$ cat src/rtl/ulp_pkg.sv
`default_nettype none
package ulp_pkg;
  // Transceiver speed select codes
  localparam logic [1:0] SPD_HS = 2'h0;
  localparam logic [1:0] SPD_FS = 2'h1;
  localparam logic [1:0] SPD_LS = 2'h2;
  localparam logic [1:0] SPD_PRE = 2'h3;
  // Operating mode that drives K for resume
  localparam logic [1:0] OPM_DRIVE = 2'h2;
  // Line codes, for sensed state and for the driven level
  localparam logic [1:0] LINE_SE0 = 2'h0;
  localparam logic [1:0] LINE_J = 2'h1;
  localparam logic [1:0] LINE_K = 2'h2;
  localparam logic [1:0] LINE_DATA = 2'h3;
  // Pipeline delays in interface clocks
  localparam int RX_JK_DLY = 4;
  localparam int RX_SE0_HS = 4;
  localparam int RX_SE0_FS = 4;
  localparam int RX_SE0_LS = 16;
  localparam int TX_START_HS = 1;
  localparam int TX_START_FS = 6;
  localparam int TX_START_LS = 74;
  localparam int TX_END_PKT = 3;
  localparam int TX_END_SOF = 6;
  localparam int TX_END_NA = 1;
  // Bit times derived from the clock rate, rounded up
  localparam int CLK_HZ = 200_000_000;
  localparam int FS_RATE_HZ = 12_000_000;
  localparam int LS_RATE_HZ = 1_500_000;
  localparam int FS_BIT_CYC = (CLK_HZ + FS_RATE_HZ - 1) / FS_RATE_HZ;
  localparam int LS_BIT_CYC = (CLK_HZ + LS_RATE_HZ - 1) / LS_RATE_HZ;
  // Preamble and resume end-of-packet lengths in bits
  localparam int PRE_PID_BITS = 16;
  localparam int PRE_J_BITS = 1;
  localparam int PRE_GAP_BITS = 4;
  localparam int EOP_SE0_BITS = 2;
  localparam int EOP_J_BITS = 1;
  localparam int CNT_W = 10;
  // Register map
  localparam int ADDR_W = 12;
  localparam logic [ADDR_W-1:0] CTRL_ADDR = 12'h000;
  localparam logic [ADDR_W-1:0] STAT_ADDR = 12'h004;

  // Control register layout, low bit last
  typedef struct packed {
    logic low_power;
    logic dm_pd;
    logic dp_pd;
    logic [1:0] opmode;
    logic [1:0] speed;
  } ulp_ctrl_type;
  localparam ulp_ctrl_type CTRL_RST = 7'h00;

  // Status register layout
  typedef struct packed {
    logic rx_pend;
    logic [1:0] line;
    logic low_power;
    logic tx_busy;
  } ulp_stat_type;

  typedef enum logic [3:0] {
    TX_IDLE, TX_WAIT, TX_BUSY, TX_ENDING, PRE_HDR, PRE_J, PRE_GAP,
    RES_K, EOP_SE0, EOP_J
  } ulp_tx_state_type;

  // Whole state of the block
  typedef struct packed {
    ulp_ctrl_type ctrl;
    logic [1:0] ls_meta;
    logic [1:0] ls_sync;
    logic [1:0] ls_prev;
    logic rx_pend;
    logic [CNT_W-1:0] rx_cnt;
    ulp_tx_state_type tx_st;
    logic [CNT_W-1:0] tx_cnt;
    logic sof;
    logic rxcmd_valid;
    logic [1:0] rxcmd_line;
    logic tx_active;
    logic bus_oe;
    logic [1:0] drv_line;
    logic tx_busy;
    logic [31:0] prdata;
    logic pready;
    logic pslverr;
  } ulp_state_type;
endpackage
`default_nettype wire

$ cat src/rtl/ulp_packet_timing.sv
// Register access over APB and the register offsets were left to the implementer.
`timescale 1ns/1ps
`default_nettype none
module ulp_packet_timing (
  // Clock and reset
  input wire logic pclk,
  input wire logic presetn,
  // APB slave
  input wire logic psel,
  input wire logic penable,
  input wire logic pwrite,
  input wire logic [ulp_pkg::ADDR_W-1:0] paddr,
  input wire logic [31:0] pwdata,
  output logic [31:0] prdata,
  output logic pready,
  output logic pslverr,
  // Link side strobes
  input wire logic tx_cmd,
  input wire logic tx_sof,
  input wire logic stp,
  // Sensed bus line state, asynchronous
  input wire logic [1:0] line_state,
  // Receive command report
  output logic rxcmd_valid,
  output logic [1:0] rxcmd_line,
  // Transmit status and bus drive
  output logic tx_active,
  output logic tx_busy,
  output logic bus_oe,
  output logic [1:0] drv_line,
  output logic low_power
);

  ulp_pkg::ulp_state_type st_reg;
  ulp_pkg::ulp_state_type st_next;
  logic cmd_ok; // Transmit command accepted this cycle
  logic host_mode; // Both pull-downs set marks a host
  logic ls_chg; // New line state seen; restarts the report delay and feeds the checks

  // Cycles minus one as a loadable count
  function automatic logic [ulp_pkg::CNT_W-1:0] load(input int cyc);
    load = ulp_pkg::CNT_W'(cyc - 1);
  endfunction
  // Whole cycles a bit-timed state is held; one less would cut a bit short
  function automatic logic [ulp_pkg::CNT_W-1:0] span(input int cyc);
    span = ulp_pkg::CNT_W'(cyc);
  endfunction

  // Countdown finished when at one or below
  function automatic logic cnt_done(input logic [ulp_pkg::CNT_W-1:0] c);
    cnt_done = (c <= ulp_pkg::CNT_W'(1));
  endfunction

  // Report delay for a new line state
  function automatic int rx_delay(input logic [1:0] spd, input logic [1:0] ls);
    if (ls != ulp_pkg::LINE_SE0) begin
      rx_delay = ulp_pkg::RX_JK_DLY;
    end else if (spd == ulp_pkg::SPD_HS) begin
      rx_delay = ulp_pkg::RX_SE0_HS;
    end else if (spd == ulp_pkg::SPD_LS) begin
      rx_delay = ulp_pkg::RX_SE0_LS;
    end else begin
      // Preamble receives as full-speed; low-speed traffic still reported
      rx_delay = ulp_pkg::RX_SE0_FS;
    end
  endfunction

  // Start delay per speed
  function automatic int tx_start(input logic [1:0] spd);
    if (spd == ulp_pkg::SPD_HS) begin
      tx_start = ulp_pkg::TX_START_HS;
    end else if (spd == ulp_pkg::SPD_LS) begin
      tx_start = ulp_pkg::TX_START_LS;
    end else begin
      tx_start = ulp_pkg::TX_START_FS;
    end
  endfunction

  assign cmd_ok = tx_cmd && (st_reg.tx_st == ulp_pkg::TX_IDLE) && !st_reg.ctrl.low_power;
  assign host_mode = st_reg.ctrl.dp_pd && st_reg.ctrl.dm_pd;
  assign ls_chg = (st_reg.ls_sync != st_reg.ls_prev);

  // Next-state logic for the whole block
  always_comb begin
    st_next = st_reg;
    st_next.rxcmd_valid = 1'b0;
    st_next.pready = 1'b0;
    st_next.pslverr = 1'b0;
    // Two-flop synchroniser on the sensed line
    st_next.ls_meta = line_state;
    st_next.ls_sync = st_reg.ls_meta;

    // Line state report; a new change restarts the delay
    if (ls_chg) begin
      st_next.ls_prev = st_reg.ls_sync;
      st_next.rx_pend = 1'b1;
      st_next.rx_cnt = load(rx_delay(st_reg.ctrl.speed, st_reg.ls_sync));
    end else if (st_reg.rx_pend) begin
      if (cnt_done(st_reg.rx_cnt)) begin
        st_next.rx_pend = 1'b0;
        st_next.rxcmd_valid = 1'b1;
        st_next.rxcmd_line = st_reg.ls_prev;
      end else begin
        st_next.rx_cnt = st_reg.rx_cnt - 1'b1;
      end
    end

    // Transmit sequencer
    case (st_reg.tx_st)
      ulp_pkg::TX_IDLE: begin
        if (cmd_ok) begin
          st_next.sof = tx_sof;
          if (st_reg.ctrl.speed == ulp_pkg::SPD_PRE) begin
            // Header goes out first at full-speed rate
            st_next.tx_st = ulp_pkg::PRE_HDR;
            st_next.tx_cnt = span(ulp_pkg::PRE_PID_BITS * ulp_pkg::FS_BIT_CYC);
          end else if (st_reg.ctrl.opmode == ulp_pkg::OPM_DRIVE) begin
            st_next.tx_st = ulp_pkg::RES_K;
          end else if (tx_start(st_reg.ctrl.speed) <= 1) begin
            st_next.tx_st = ulp_pkg::TX_BUSY;
          end else begin
            st_next.tx_st = ulp_pkg::TX_WAIT;
            st_next.tx_cnt = load(tx_start(st_reg.ctrl.speed));
          end
        end
      end
      ulp_pkg::TX_WAIT: begin
        if (cnt_done(st_reg.tx_cnt)) begin
          st_next.tx_st = ulp_pkg::TX_BUSY;
        end else begin
          st_next.tx_cnt = st_reg.tx_cnt - 1'b1;
        end
      end
      ulp_pkg::TX_BUSY: begin
        // Packet data until the link stops it
        if (stp) begin
          st_next.tx_st = ulp_pkg::TX_ENDING;
          if (st_reg.ctrl.speed != ulp_pkg::SPD_HS) begin
            st_next.tx_cnt = load(ulp_pkg::TX_END_NA);
          end else if (st_reg.sof) begin
            st_next.tx_cnt = load(ulp_pkg::TX_END_SOF);
          end else begin
            st_next.tx_cnt = load(ulp_pkg::TX_END_PKT);
          end
        end
      end
      ulp_pkg::TX_ENDING: begin
        if (cnt_done(st_reg.tx_cnt)) begin
          st_next.tx_st = ulp_pkg::TX_IDLE;
        end else begin
          st_next.tx_cnt = st_reg.tx_cnt - 1'b1;
        end
      end
      ulp_pkg::PRE_HDR: begin
        if (cnt_done(st_reg.tx_cnt)) begin
          st_next.tx_st = ulp_pkg::PRE_J;
          st_next.tx_cnt = span(ulp_pkg::PRE_J_BITS * ulp_pkg::FS_BIT_CYC);
        end else begin
          st_next.tx_cnt = st_reg.tx_cnt - 1'b1;
        end
      end
      ulp_pkg::PRE_J: begin
        // Released after J; pull-up holds it for the rest of the gap
        if (cnt_done(st_reg.tx_cnt)) begin
          st_next.tx_st = ulp_pkg::PRE_GAP;
          st_next.tx_cnt = span((ulp_pkg::PRE_GAP_BITS - ulp_pkg::PRE_J_BITS)
                                * ulp_pkg::FS_BIT_CYC);
        end else begin
          st_next.tx_cnt = st_reg.tx_cnt - 1'b1;
        end
      end
      ulp_pkg::PRE_GAP: begin
        if (cnt_done(st_reg.tx_cnt)) begin
          st_next.tx_st = ulp_pkg::TX_BUSY;
        end else begin
          st_next.tx_cnt = st_reg.tx_cnt - 1'b1;
        end
      end
      ulp_pkg::RES_K: begin
        // Resume K until STP; only a host appends the end
        if (stp) begin
          if (host_mode) begin
            st_next.tx_st = ulp_pkg::EOP_SE0;
            st_next.tx_cnt = span(ulp_pkg::EOP_SE0_BITS * ulp_pkg::LS_BIT_CYC);
          end else begin
            st_next.tx_st = ulp_pkg::TX_IDLE;
          end
        end
      end
      ulp_pkg::EOP_SE0: begin
        if (cnt_done(st_reg.tx_cnt)) begin
          st_next.tx_st = ulp_pkg::EOP_J;
          st_next.tx_cnt = span(ulp_pkg::EOP_J_BITS * ulp_pkg::LS_BIT_CYC);
        end else begin
          st_next.tx_cnt = st_reg.tx_cnt - 1'b1;
        end
      end
      ulp_pkg::EOP_J: begin
        if (cnt_done(st_reg.tx_cnt)) begin
          st_next.tx_st = ulp_pkg::TX_IDLE;
        end else begin
          st_next.tx_cnt = st_reg.tx_cnt - 1'b1;
        end
      end
      default: begin
        st_next.tx_st = ulp_pkg::TX_IDLE;
      end
    endcase

    // Outputs follow the next state so they leave a flop
    st_next.tx_busy = (st_next.tx_st != ulp_pkg::TX_IDLE);
    st_next.tx_active = st_next.tx_st inside {ulp_pkg::TX_BUSY, ulp_pkg::TX_ENDING,
      ulp_pkg::PRE_HDR, ulp_pkg::PRE_J, ulp_pkg::PRE_GAP};
    st_next.bus_oe = st_next.tx_st inside {ulp_pkg::TX_BUSY, ulp_pkg::TX_ENDING,
      ulp_pkg::PRE_HDR, ulp_pkg::PRE_J, ulp_pkg::RES_K, ulp_pkg::EOP_SE0, ulp_pkg::EOP_J};
    case (st_next.tx_st)
      ulp_pkg::PRE_J: st_next.drv_line = ulp_pkg::LINE_J;
      ulp_pkg::EOP_J: st_next.drv_line = ulp_pkg::LINE_J;
      ulp_pkg::RES_K: st_next.drv_line = ulp_pkg::LINE_K;
      ulp_pkg::EOP_SE0: st_next.drv_line = ulp_pkg::LINE_SE0;
      default: st_next.drv_line = ulp_pkg::LINE_DATA;
    endcase

    // APB: answer in the access phase, no wait states
    if (psel && !penable) begin
      st_next.pready = 1'b1;
      if (paddr == ulp_pkg::CTRL_ADDR) begin
        st_next.prdata = 32'(st_reg.ctrl);
      end else if (paddr == ulp_pkg::STAT_ADDR) begin
        st_next.prdata = 32'(ulp_pkg::ulp_stat_type'({st_reg.rx_pend, st_reg.ls_prev,
          st_reg.ctrl.low_power, st_reg.tx_busy}));
      end else begin
        st_next.prdata = 32'h0000_0000;
        st_next.pslverr = 1'b1;
      end
    end
    // Write lands on the completing access edge only
    if (psel && penable && st_reg.pready && pwrite && (paddr == ulp_pkg::CTRL_ADDR)) begin
      st_next.ctrl = ulp_pkg::ulp_ctrl_type'(pwdata[$bits(ulp_pkg::ulp_ctrl_type)-1:0]);
    end
    // STP wakes the transceiver; hardware clear follows any write
    if (stp && st_reg.ctrl.low_power) begin
      st_next.ctrl.low_power = 1'b0;
    end
  end

  // State register
  always_ff @(posedge pclk or negedge presetn) begin
    if (!presetn) begin
      st_reg <= '0;
    end else begin
      st_reg <= st_next;
    end
  end

  // Outputs straight from the state flops
  assign prdata = st_reg.prdata;
  assign pready = st_reg.pready;
  assign pslverr = st_reg.pslverr;
  assign rxcmd_valid = st_reg.rxcmd_valid;
  assign rxcmd_line = st_reg.rxcmd_line;
  assign tx_active = st_reg.tx_active;
  assign tx_busy = st_reg.tx_busy;
  assign bus_oe = st_reg.bus_oe;
  assign drv_line = st_reg.drv_line;
  assign low_power = st_reg.ctrl.low_power;
endmodule
`default_nettype wire

$ cat config.mk
export PLATFORM = sky130hd
export DESIGN_NAME = ulp_packet_timing
export DESIGN_NICKNAME = d
export VERILOG_FILES = /design/src/rtl/ulp_pkg.sv /design/src/rtl/ulp_packet_timing.sv
export SDC_FILE = /design/constraint.sdc
export NUM_CORES = 1
export LEC_CHECK = 0
export BUFFER_PORTS_ARGS = -buffer_cell sky130_fd_sc_hd__buf_2
export CAP_MARGIN = 20
export CELL_PAD_IN_SITES_DETAIL_PLACEMENT = 0
export CELL_PAD_IN_SITES_GLOBAL_PLACEMENT = 1
export CORE_MARGIN = 2
export CORE_UTILIZATION = 33
export CTS_CLUSTER_DIAMETER = 60
export CTS_CLUSTER_SIZE = 28
export DETAILED_ROUTE_END_ITERATION = 8
export PLACE_DENSITY = 0.79
export SLEW_MARGIN = 20
export SYNTH_ARGS = -nofsm -noshare
export SYNTH_HDL_FRONTEND = slang
export SYNTH_SLANG_ARGS = --single-unit
$ cat constraint.sdc
create_clock -name pclk -period 2.6 [get_ports pclk]
set_clock_uncertainty 0.1 [all_clocks]
set_input_delay 0.39 -clock pclk [delete_from_list [all_inputs] [get_ports pclk]]
set_output_delay 0.39 -clock pclk [all_outputs]
set_load 0.1 [all_outputs]
==> metrics.yaml, run 1 <==
status: "finished, final reports clean"
die_w_um: 108
tns_ps: 0
r2r-end: "st_reg[44]$_DFFE_PN0P_"
htree_num_levels: 2
netlist_area_sq_um: 3600
cts_made_buffers: 5
grt_pass1_wl_um: 13400
core_sq_um: 10700
cts-hold-fix-buffers: 0
initial_utilization_pct: 33.5
dieArea_sq_um: 11800
synthArstFlopShare_pct: 100
drive_gt1_share_pct: 24.2
crit_path_end_kind: "register"
reg2reg_from: "st_reg[43]$_DFFE_PN0P_"
r2r_cells: 7
ys_ff_latch: 56
antenna_found_initial: 0
worstPathMaxFanout: 8
setup.worst_path.class: "reg2reg"
drtIter0Drc: 171
syn_to_final_growth_pct: 9.53
hold_viol_final: 0
synth-seq-area-share_pct: 39.0
grt_setup_unrepaired: "no"
p_clk_share_pct: 12.2
finalNetCount: 484
grtUsageTotal_pct: 14.3
io_pins: 97
leakagePower_nw: 1.74
cts_buffer_depth: 2
first_pass_iters: 5
worstMarginPinSlew_ps: 700
via_per_inst: 5.08
crit_family: "simple AND/OR/NAND/NOR gates"
fmax_mhz: 422
cts_resized: 0
crit_chain: "inv_1, ha_1, or2_2, nand3_2, o21ai_2, or2_2, mux2_1"
vdd_ir_drop_max_uv: 612
critPathBufInv: 1
cp-start-kind: "register"
path_clk_slew_ps: 110
dp.cells: 554
cpPeakStageDelay_ps: 440
synth_cells: 381
worst_hold_path_type: "in2reg"
cp.arrival_ps: 2480
hpwl_um: 6100
root_buffer: "clkbuf_8"
crit_path_top_delay_cell: "dfrtp_1"
rows: 38
grt.overflow.total: 0
insertion_delay_ps: 310
vias: 2856
max_slew_margin_pct: 53.3
largest_register_ffs: 36
holdPathStages: 1
power_density_nw_per_um2: 1060
synth_edf_count: 0
syn_avg_cell_area_sq_um: 9.44
ys.flop_type: "dfrtp_1"
crit_path_start: "st_reg[43]$_DFFE_PN0P_"
synth_cell_types: 72
synth_top_cell_area_share_pct: 39.0
switching_share_pct: 50.7
postCtsSetupRepairBufs: 0
antenna_cells: 0
drc_errors: 0
synth_top_area_cell: "dfrtp_1"
grt_pass1_vias: 2786
period_share_pct: 91.1
cts_tree: "done"
postRouteAntennaNets: 0
final_core_utilization_pct: 36.7
cts.sinks: 56
die_y_um: 108
p_switching_w: 0.00211
finalSetupViolations: 0
post-route-min-period_ps: 2370
hold_end: "st_next[71]$_DFF_PN0_"
required_ps: 2710
p_int_w: 0.00205
yosys_warnings: 0
min_from: "line_state[1]"
drv_cap: 0
grt_max_degree: 57
synthTopCellsByArea: "dfrtp_1 (39%), buf_4 (8.1%), nand2_1 (3.2%), ha_1 (3.1%), xnor2_1 (2.4%)"
gp_congestion: 0.841
pwr-share-seq_pct: 29.9
crit_top_cell: "or2_2"
instances_no_fill: 562
comb_power_share_pct: 57.9
wire_per_inst_um: 14.5
drt_wl_total_um: 8130
numPortBuffers: 46
slew_viol_final: 0
reg2reg_slack_ps: 230
## power groups by stage
stage | Combinational (W) | Clock [W] | Sequential [W]
floorplan | 0.00188 | 0 | 0.00134
global placement | 0.00237 | 0 | 0.00126
detailed placement | 0.00240 | 0 | 0.00126
CTS | 0.00241 | 0.000521 | 0.00124
global route | 0.00262 | 0.000557 | 0.00128
finish | 0.00241 | 0.000506 | 0.00125
## cells in the final DEF (no fill, tap or decap), types with 8 or more instances in the layout
cell type | synthesis | layout
dfrtp_1 | 56 | 56
conb_1 | 1 | 25
buf_2 | 3 | 46
nand3_1 | 13 | 13
nor2_1 | 22 | 22
o21ai_0 | 16 | 16
nand2_1 | 31 | 31
buf_4 | 39 | 16
xnor2_1 | 10 | 10
a21oi_1 | 14 | 14
ha_1 | 9 | 9
nor3_1 | 8 | 8
inv_1 | 18 | 18
## layer usage
layer	track usage (%)	share of wire [%]	up-vias	routed length, um
met5	0	0	-	0
met4	3.39	1.2	0	96
met1	19.2	45	1384	3680
li1	-	-	1389	-
met3	3.25	5.5	6	447
met2	23.3	48	77	3900
## how the worst max path moves through the flow
stage / slack (ps) / cells past startpoint / to
3_3_place_gp: 260 / 7 / st_reg[44]$_DFFE_PN0P_
3_5_place_dp: 250 / 7 / st_reg[44]$_DFFE_PN0P_
6_report: 230 / 7 / st_reg[44]$_DFFE_PN0P_
4_1_cts: 230 / 7 / st_reg[44]$_DFFE_PN0P_
5_1_grt: 40 / 7 / st_reg[43]$_DFFE_PN0P_
2_1_floorplan: 270 / 5 / st_reg[44]$_DFFE_PN0P_
## cell families after synthesis
| logic type | Yosys count | synth area share, % |
|---|---|---|
| xor+xnor | 12 | 2.92 |
| other cells | 1 | 0.104 |
| fa+ha+maj | 9 | 3.13 |
| buf+inv | 73 | 12.2 |
| simple gates | 123 | 20.2 |
| flops | 56 | 39.0 |
| compound gates | 93 | 18.3 |
| mux | 14 | 4.14 |
## through the flow
stage | hold WS (ps) | setup WS, ps | total power (W) | area, sq um
floorplan | -5.59 | 270 | 0.00321 | 3690
global placement | 244 | 264 | 0.00363 | 3850
detailed placement | 240 | 251 | 0.00365 | 3850
CTS | 76.3 | 230 | 0.00417 | 3940
global route | 61.7 | 39.7 | 0.00446 | 3940
finish | 80.1 | 233 | 0.00416 | 3940
## synthesized netlist by cell type (3+ instances only)
library cell / count
nand3_1: 13
nand2_1: 31
nor2_1: 22
nand2b_1: 6
o21ai_1: 3
nor3_1: 8
nor4_1: 6
buf_2: 3
mux2i_1: 7
nor4_4: 3
a21oi_1: 14
ha_1: 9
xnor2_1: 10
o21ai_2: 4
and2_1: 3
a211oi_1: 7
clkbuf_1: 9
dfrtp_1: 56
o211ai_1: 3
nor2b_1: 4
buf_4: 39
nand4_1: 5
a22oi_1: 4
o21ai_0: 16
inv_1: 18
o31ai_1: 6
mux2_2: 6
a31oi_1: 4
o22ai_1: 4
## cell type report
cell class              instances  area, sq um
well taps                     140          175
repair buffers                 62          350
flip-flops and latches         56         1400
fillers                      1096         6810
clock inverters                 3         22.5
inverters                      20         75.1
clock buffers                   5         68.8
multi-input cells             276         1850
Power figures use the tool's default switching activity.
==> run 2: changes to the inputs <==
--- a/config.mk
+++ b/config.mk
@@ -5,7 +5,7 @@
 export SDC_FILE = /design/constraint.sdc
 export NUM_CORES = 1
 export LEC_CHECK = 0
-export BUFFER_PORTS_ARGS = -buffer_cell sky130_fd_sc_hd__buf_2
+export BUFFER_PORTS_ARGS = -buffer_cell sky130_fd_sc_hd__buf_4
 export CAP_MARGIN = 20
 export CELL_PAD_IN_SITES_DETAIL_PLACEMENT = 0
 export CELL_PAD_IN_SITES_GLOBAL_PLACEMENT = 1
==> constraint.sdc (replaced) <==
create_clock -name pclk -period 2.6 [get_ports pclk]
set_clock_uncertainty 0.1 [all_clocks]
set_input_delay 0.52 -clock pclk [delete_from_list [all_inputs] [get_ports pclk]]
set_output_delay 0.52 -clock pclk [all_outputs]
set_load 0.1 [all_outputs]
==> run 2 against run 1 <==
Compared with the run above: register-to-register slack improved by 90 ps; final area increased by 3.1%; via count decreased by 0.39%; flip-flop and latch count unchanged; utilization increased by 1.1 points; sequential power about the same; hold slack improved by 60 ps; largest cell class unchanged; highest routed layer unchanged.
==> metrics.yaml, run 2 (synthesis gave the netlist of run 1 again) <==
mostFrequentLayoutCell: "buf_4"
crit_family: "simple AND/OR/NAND/NOR gates"
via_per_inst: 5.05
hold_viol_final: 0
core_sq_um: 10700
cts_made_buffers: 5
period_share_pct: 87.6
finish.instance_area_sq_um: 4060
cts_buffer_depth: 2
crit_path_top_delay_cell: "dfrtp_1"
drive_gt1_share_pct: 24.3
use_met1_pct: 19.2
r2r_cells: 7
worstPathMaxFanout: 8
numPortBuffers: 46
die_w_um: 108
initial_utilization_pct: 33.5
dieArea_sq_um: 11800
grt_pass1_wl_um: 13300
cp.arrival_ps: 2400
hpwl_um: 6070
cts.sinks: 56
wire_per_inst_um: 14.3
status: "finished, final reports clean"
grtUsageMet3_pct: 3.01
required_ps: 2720
largest_register_ffs: 36
path_clk_slew_ps: 110
drt_wl_total_um: 8050
slew_viol_final: 0
drc_errors: 0
tns_ps: 0
antenna_found_initial: 0
finalNetCount: 485
grt.overflow.total: 0
postCtsSetupRepairBufs: 0
rows: 38
vdd_ir_drop_max_uv: 584
final_cell_mix: "buf_4 (63), dfrtp_1 (56), nand2_1 (31)"
place_ws_ps: 325
met2_usage_pct: 22.8
dp.cells: 555
instances_no_fill: 563
path_depth: 7
drtIter0Drc: 227
crit_path_end_kind: "register"
die_y_um: 108
worstMarginPinSlew_ps: 688
post-route-min-period_ps: 2280
crit_top_cell: "or2_2"
grt_pass1_vias: 2780
grt_setup_unrepaired: "no"
antenna_cells: 0
setup.worst_path.class: "reg2reg"
leakagePower_nw: 1.77
drv_cap: 0
vias: 2845
postRouteAntennaNets: 0
cts_tree: "done"
crit_chain: "inv_1, ha_1, or2_2, nand3_2, o21ai_2, or2_2, mux2_1"
busiest_layer: "met2"
cts_resized: 0
power_density_nw_per_um2: 1040
critPathBufInv: 1
reg2reg_slack_ps: 320
fmax_mhz: 439
finalSetupViolations: 0
cp-start-kind: "register"
gp_congestion: 0.908
root_buffer: "clkbuf_8"
grtUsageTotal_pct: 14.2
syn_to_final_growth_pct: 12.9
fillers: 1098
cts-hold-fix-buffers: 0
placed_cell_area_sq_um: 3970
max_slew_margin_pct: 54.1
fin_ws_ps: 321
insertion_delay_ps: 320
worst_hold_path_type: "in2async"
io_pins: 97
cpPeakStageDelay_ps: 440
grt_max_degree: 57
first_pass_iters: 5
htree_num_levels: 2
==> run 2: cell count changes in the layout (fill, tap and decap cells not counted) <==
cell	previous run	this run
buf_4	16	63
buf_2	46	0
==> run 2: worst reg2reg max path: stages, from the launching register on <==
cell	delay [ps]
dfrtp_1	440
inv_1	70
ha_1	220
or2_2	350
nand3_2	190
o21ai_2	90
or2_2	380
mux2_1	340
==> run 2: cell type report <==
class / count / area [sq um] / share of cell area [%]
Clock inverter: 3 / 22.5 / 0.554
Inverter: 20 / 75.1 / 1.85
Sequential cell: 56 / 1400 / 34.5
Clock buffer: 5 / 68.8 / 1.69
Tap cell: 140 / 175 / 4.31
Multi-Input combinational cell: 276 / 1850 / 45.5
Timing Repair Buffer: 63 / 473 / 11.6
==> run 2: stage by stage <==
step / util [%] / total power, W / hold slack [ps]
2_1_floorplan: - / 0.00321 / 124
3_3_place_gp: 37.0 / 0.00368 / 244
3_5_place_dp: 37.0 / 0.00371 / 250
4_1_cts: 37.8 / 0.00423 / 161
5_1_grt: 37.8 / 0.00451 / 183
6_report: 37.8 / 0.00421 / 140
==> run 2: power by group <==
group | internal, W | total [W] | switching (W)
Clock | 0.000194 | 0.000510 | 0.000316
Combinational | 0.000861 | 0.00244 | 0.00158
Sequential | 0.00104 | 0.00126 | 0.000219
==> run 2: metal layers <==
layer	routed length, um	vias up
met5	0	-
met4	134	0
met3	515	11
met2	3760	83
met1	3640	1352
li1	-	1399
==> run 2: path summary, 6_finish.rpt <==
kind	start	endpoint
max	st_reg[43]$_DFFE_PN0P_	st_reg[44]$_DFFE_PN0P_
min	presetn	prdata[4]$_DFFE_PN0P_
max reg2reg	st_reg[43]$_DFFE_PN0P_	st_reg[44]$_DFFE_PN0P_
min reg2reg	st_next[71]$_DFF_PN0_	st_reg[71]$_DFF_PN0_
max in group asynchronous	presetn	st_next[70]$_DFF_PN0_
min in group pclk	line_state[0]	st_next[70]$_DFF_PN0_
==> run 3: changes to the inputs <==
--- a/config.mk
+++ b/config.mk
@@ -11,6 +11,7 @@
 export CELL_PAD_IN_SITES_GLOBAL_PLACEMENT = 1
 export CORE_MARGIN = 2
 export CORE_UTILIZATION = 33
+export CTS_BUF_LIST = sky130_fd_sc_hd__clkbuf_4
 export CTS_CLUSTER_DIAMETER = 60
 export CTS_CLUSTER_SIZE = 28
 export DETAILED_ROUTE_END_ITERATION = 8
==> run 3 against run 2 <==
Compared with the run above: register-to-register slack got worse by 20 ps; hold slack worse by 88 ps; flip-flop and latch count stayed put; critical path depth is the same.
==> metrics.yaml, run 3 (synthesis gave the netlist of run 1 again) <==
grt_pass1_wl_um: 13200
io_pins: 97
postCtsSetupRepairBufs: 0
required_ps: 2790
status: "finished, final reports clean"
crit_top_cell: "or2_2"
setup.worst_path.class: "reg2reg"
numPortBuffers: 46
max_slew_margin_pct: 54.0
via_per_inst: 5.06
final_core_utilization_pct: 37.5
largest_register_ffs: 36
antenna_found_initial: 0
cp-start-kind: "register"
worst_hold_path_type: "in2async"
grt_setup_unrepaired: "no"
die_w_um: 108
drv_cap: 0
drc_errors: 0
wire_per_inst_um: 14.2
cts_buffer_depth: 2
leakagePower_nw: 1.76
grtUsageTotal_pct: 14.0
grt_pass1_vias: 2758
final_cell_mix: "buf_4 (63), dfrtp_1 (56), nand2_1 (31)"
crit_path_top_delay_cell: "dfrtp_1"
reg2reg_from: "st_reg[43]$_DFFE_PN0P_"
postRouteAntennaNets: 0
fillers: 1096
grt_max_degree: 57
power_density_nw_per_um2: 1020
cts_resized: 0
fin_ws_ps: 298
initial_utilization_pct: 33.5
cts-hold-fix-buffers: 0
antenna_cells: 0
vdd_ir_drop_max_uv: 575
core_sq_um: 10700
period_share_pct: 88.5
finalNetCount: 485
hpwl_um: 6070
fmax_mhz: 434
grt.overflow.total: 0
first_pass_iters: 4
path_clk_slew_ps: 180
cts_made_buffers: 5
rows: 38
crit_chain: "inv_1, ha_1, or2_2, nand3_2, o21ai_2, or2_2, mux2_1"
vias: 2849
slew_viol_final: 0
crit_path_end_kind: "register"
mostFrequentLayoutCell: "buf_4"
holdWs_ps: 52.3
drtIter0Drc: 215
drive_gt1_share_pct: 24.3
syn_to_final_growth_pct: 12.1
cpPeakStageDelay_ps: 470
tns_ps: 0
worstPathMaxFanout: 8
worstMarginPinSlew_ps: 689
post-route-min-period_ps: 2300
root_buffer: "clkbuf_4"
gp_congestion: 0.908
insertion_delay_ps: 390
finalSetupViolations: 0
hold_viol_final: 0
htree_num_levels: 2
cts_tree: "done"
drt_wl_total_um: 7980
crit_path_start: "st_reg[43]$_DFFE_PN0P_"
cp.arrival_ps: 2490
dieArea_sq_um: 11800
cts.sinks: 56
die_y_um: 108
place_ws_ps: 325
run 3: critical path: cells and delay by family, from the launching register on:
kind	cells	cell delay (ps)
compound gates	1	90
flops	1	470
mux	1	330
buf+inv	1	70
fa+ha+maj	1	220
simple gates	3	910
run 3: metrics by stage:
| stage | std cells | area (sq um) | power, W |
|---|---|---|---|
| floorplan | 405 | 3690 | 0.00321 |
| global route | 563 | 4030 | 0.00441 |
| global placement | 555 | 3970 | 0.00368 |
| detailed placement | 555 | 3970 | 0.00371 |
| CTS | 563 | 4030 | 0.00413 |
| finish | 563 | 4030 | 0.00411 |
run 3: routing by layer:
metal / routed length, um / share of wire (%) / global-route usage [%]
met2: 3720 / 47 / 22.6
met4: 144 / 1.8 / 4.03
met1: 3670 / 46 / 19.2
met5: 0 / 0 / 0
met3: 440 / 5.5 / 2.47
run 3: cell type report:
class,count,area [sq um],share of cell area (%)
clock inverters,3,22.5,0.559
clock buffers,5,37.5,0.931
flip-flops and latches,56,1400,34.8
repair buffers,63,473,11.7
inverters,20,75.1,1.86
well taps,140,175,4.35
multi-input cells,276,1850,45.8
run 3: path summary, 6_finish.rpt:
path,endpoint,slack (ps),cells past startpoint
max,st_reg[44]$_DFFE_PN0P_,300,7
min,low_power$_DFFE_PN0P_,50,1
max reg2reg,st_reg[44]$_DFFE_PN0P_,300,7
min reg2reg,st_reg[71]$_DFF_PN0_,290,0
max in group asynchronous,st_next[70]$_DFF_PN0_,1900,1
min in group pclk,st_next[70]$_DFF_PN0_,130,1
run 3: where the power goes:
group / internal (W) / total (W) / leakage (nW) / switching [W]
clock: 0.000110 / 0.000417 / 0.0356 / 0.000306
sequential: 0.00104 / 0.00126 / 0.703 / 0.000220
combinational: 0.000861 / 0.00244 / 1.02 / 0.00157
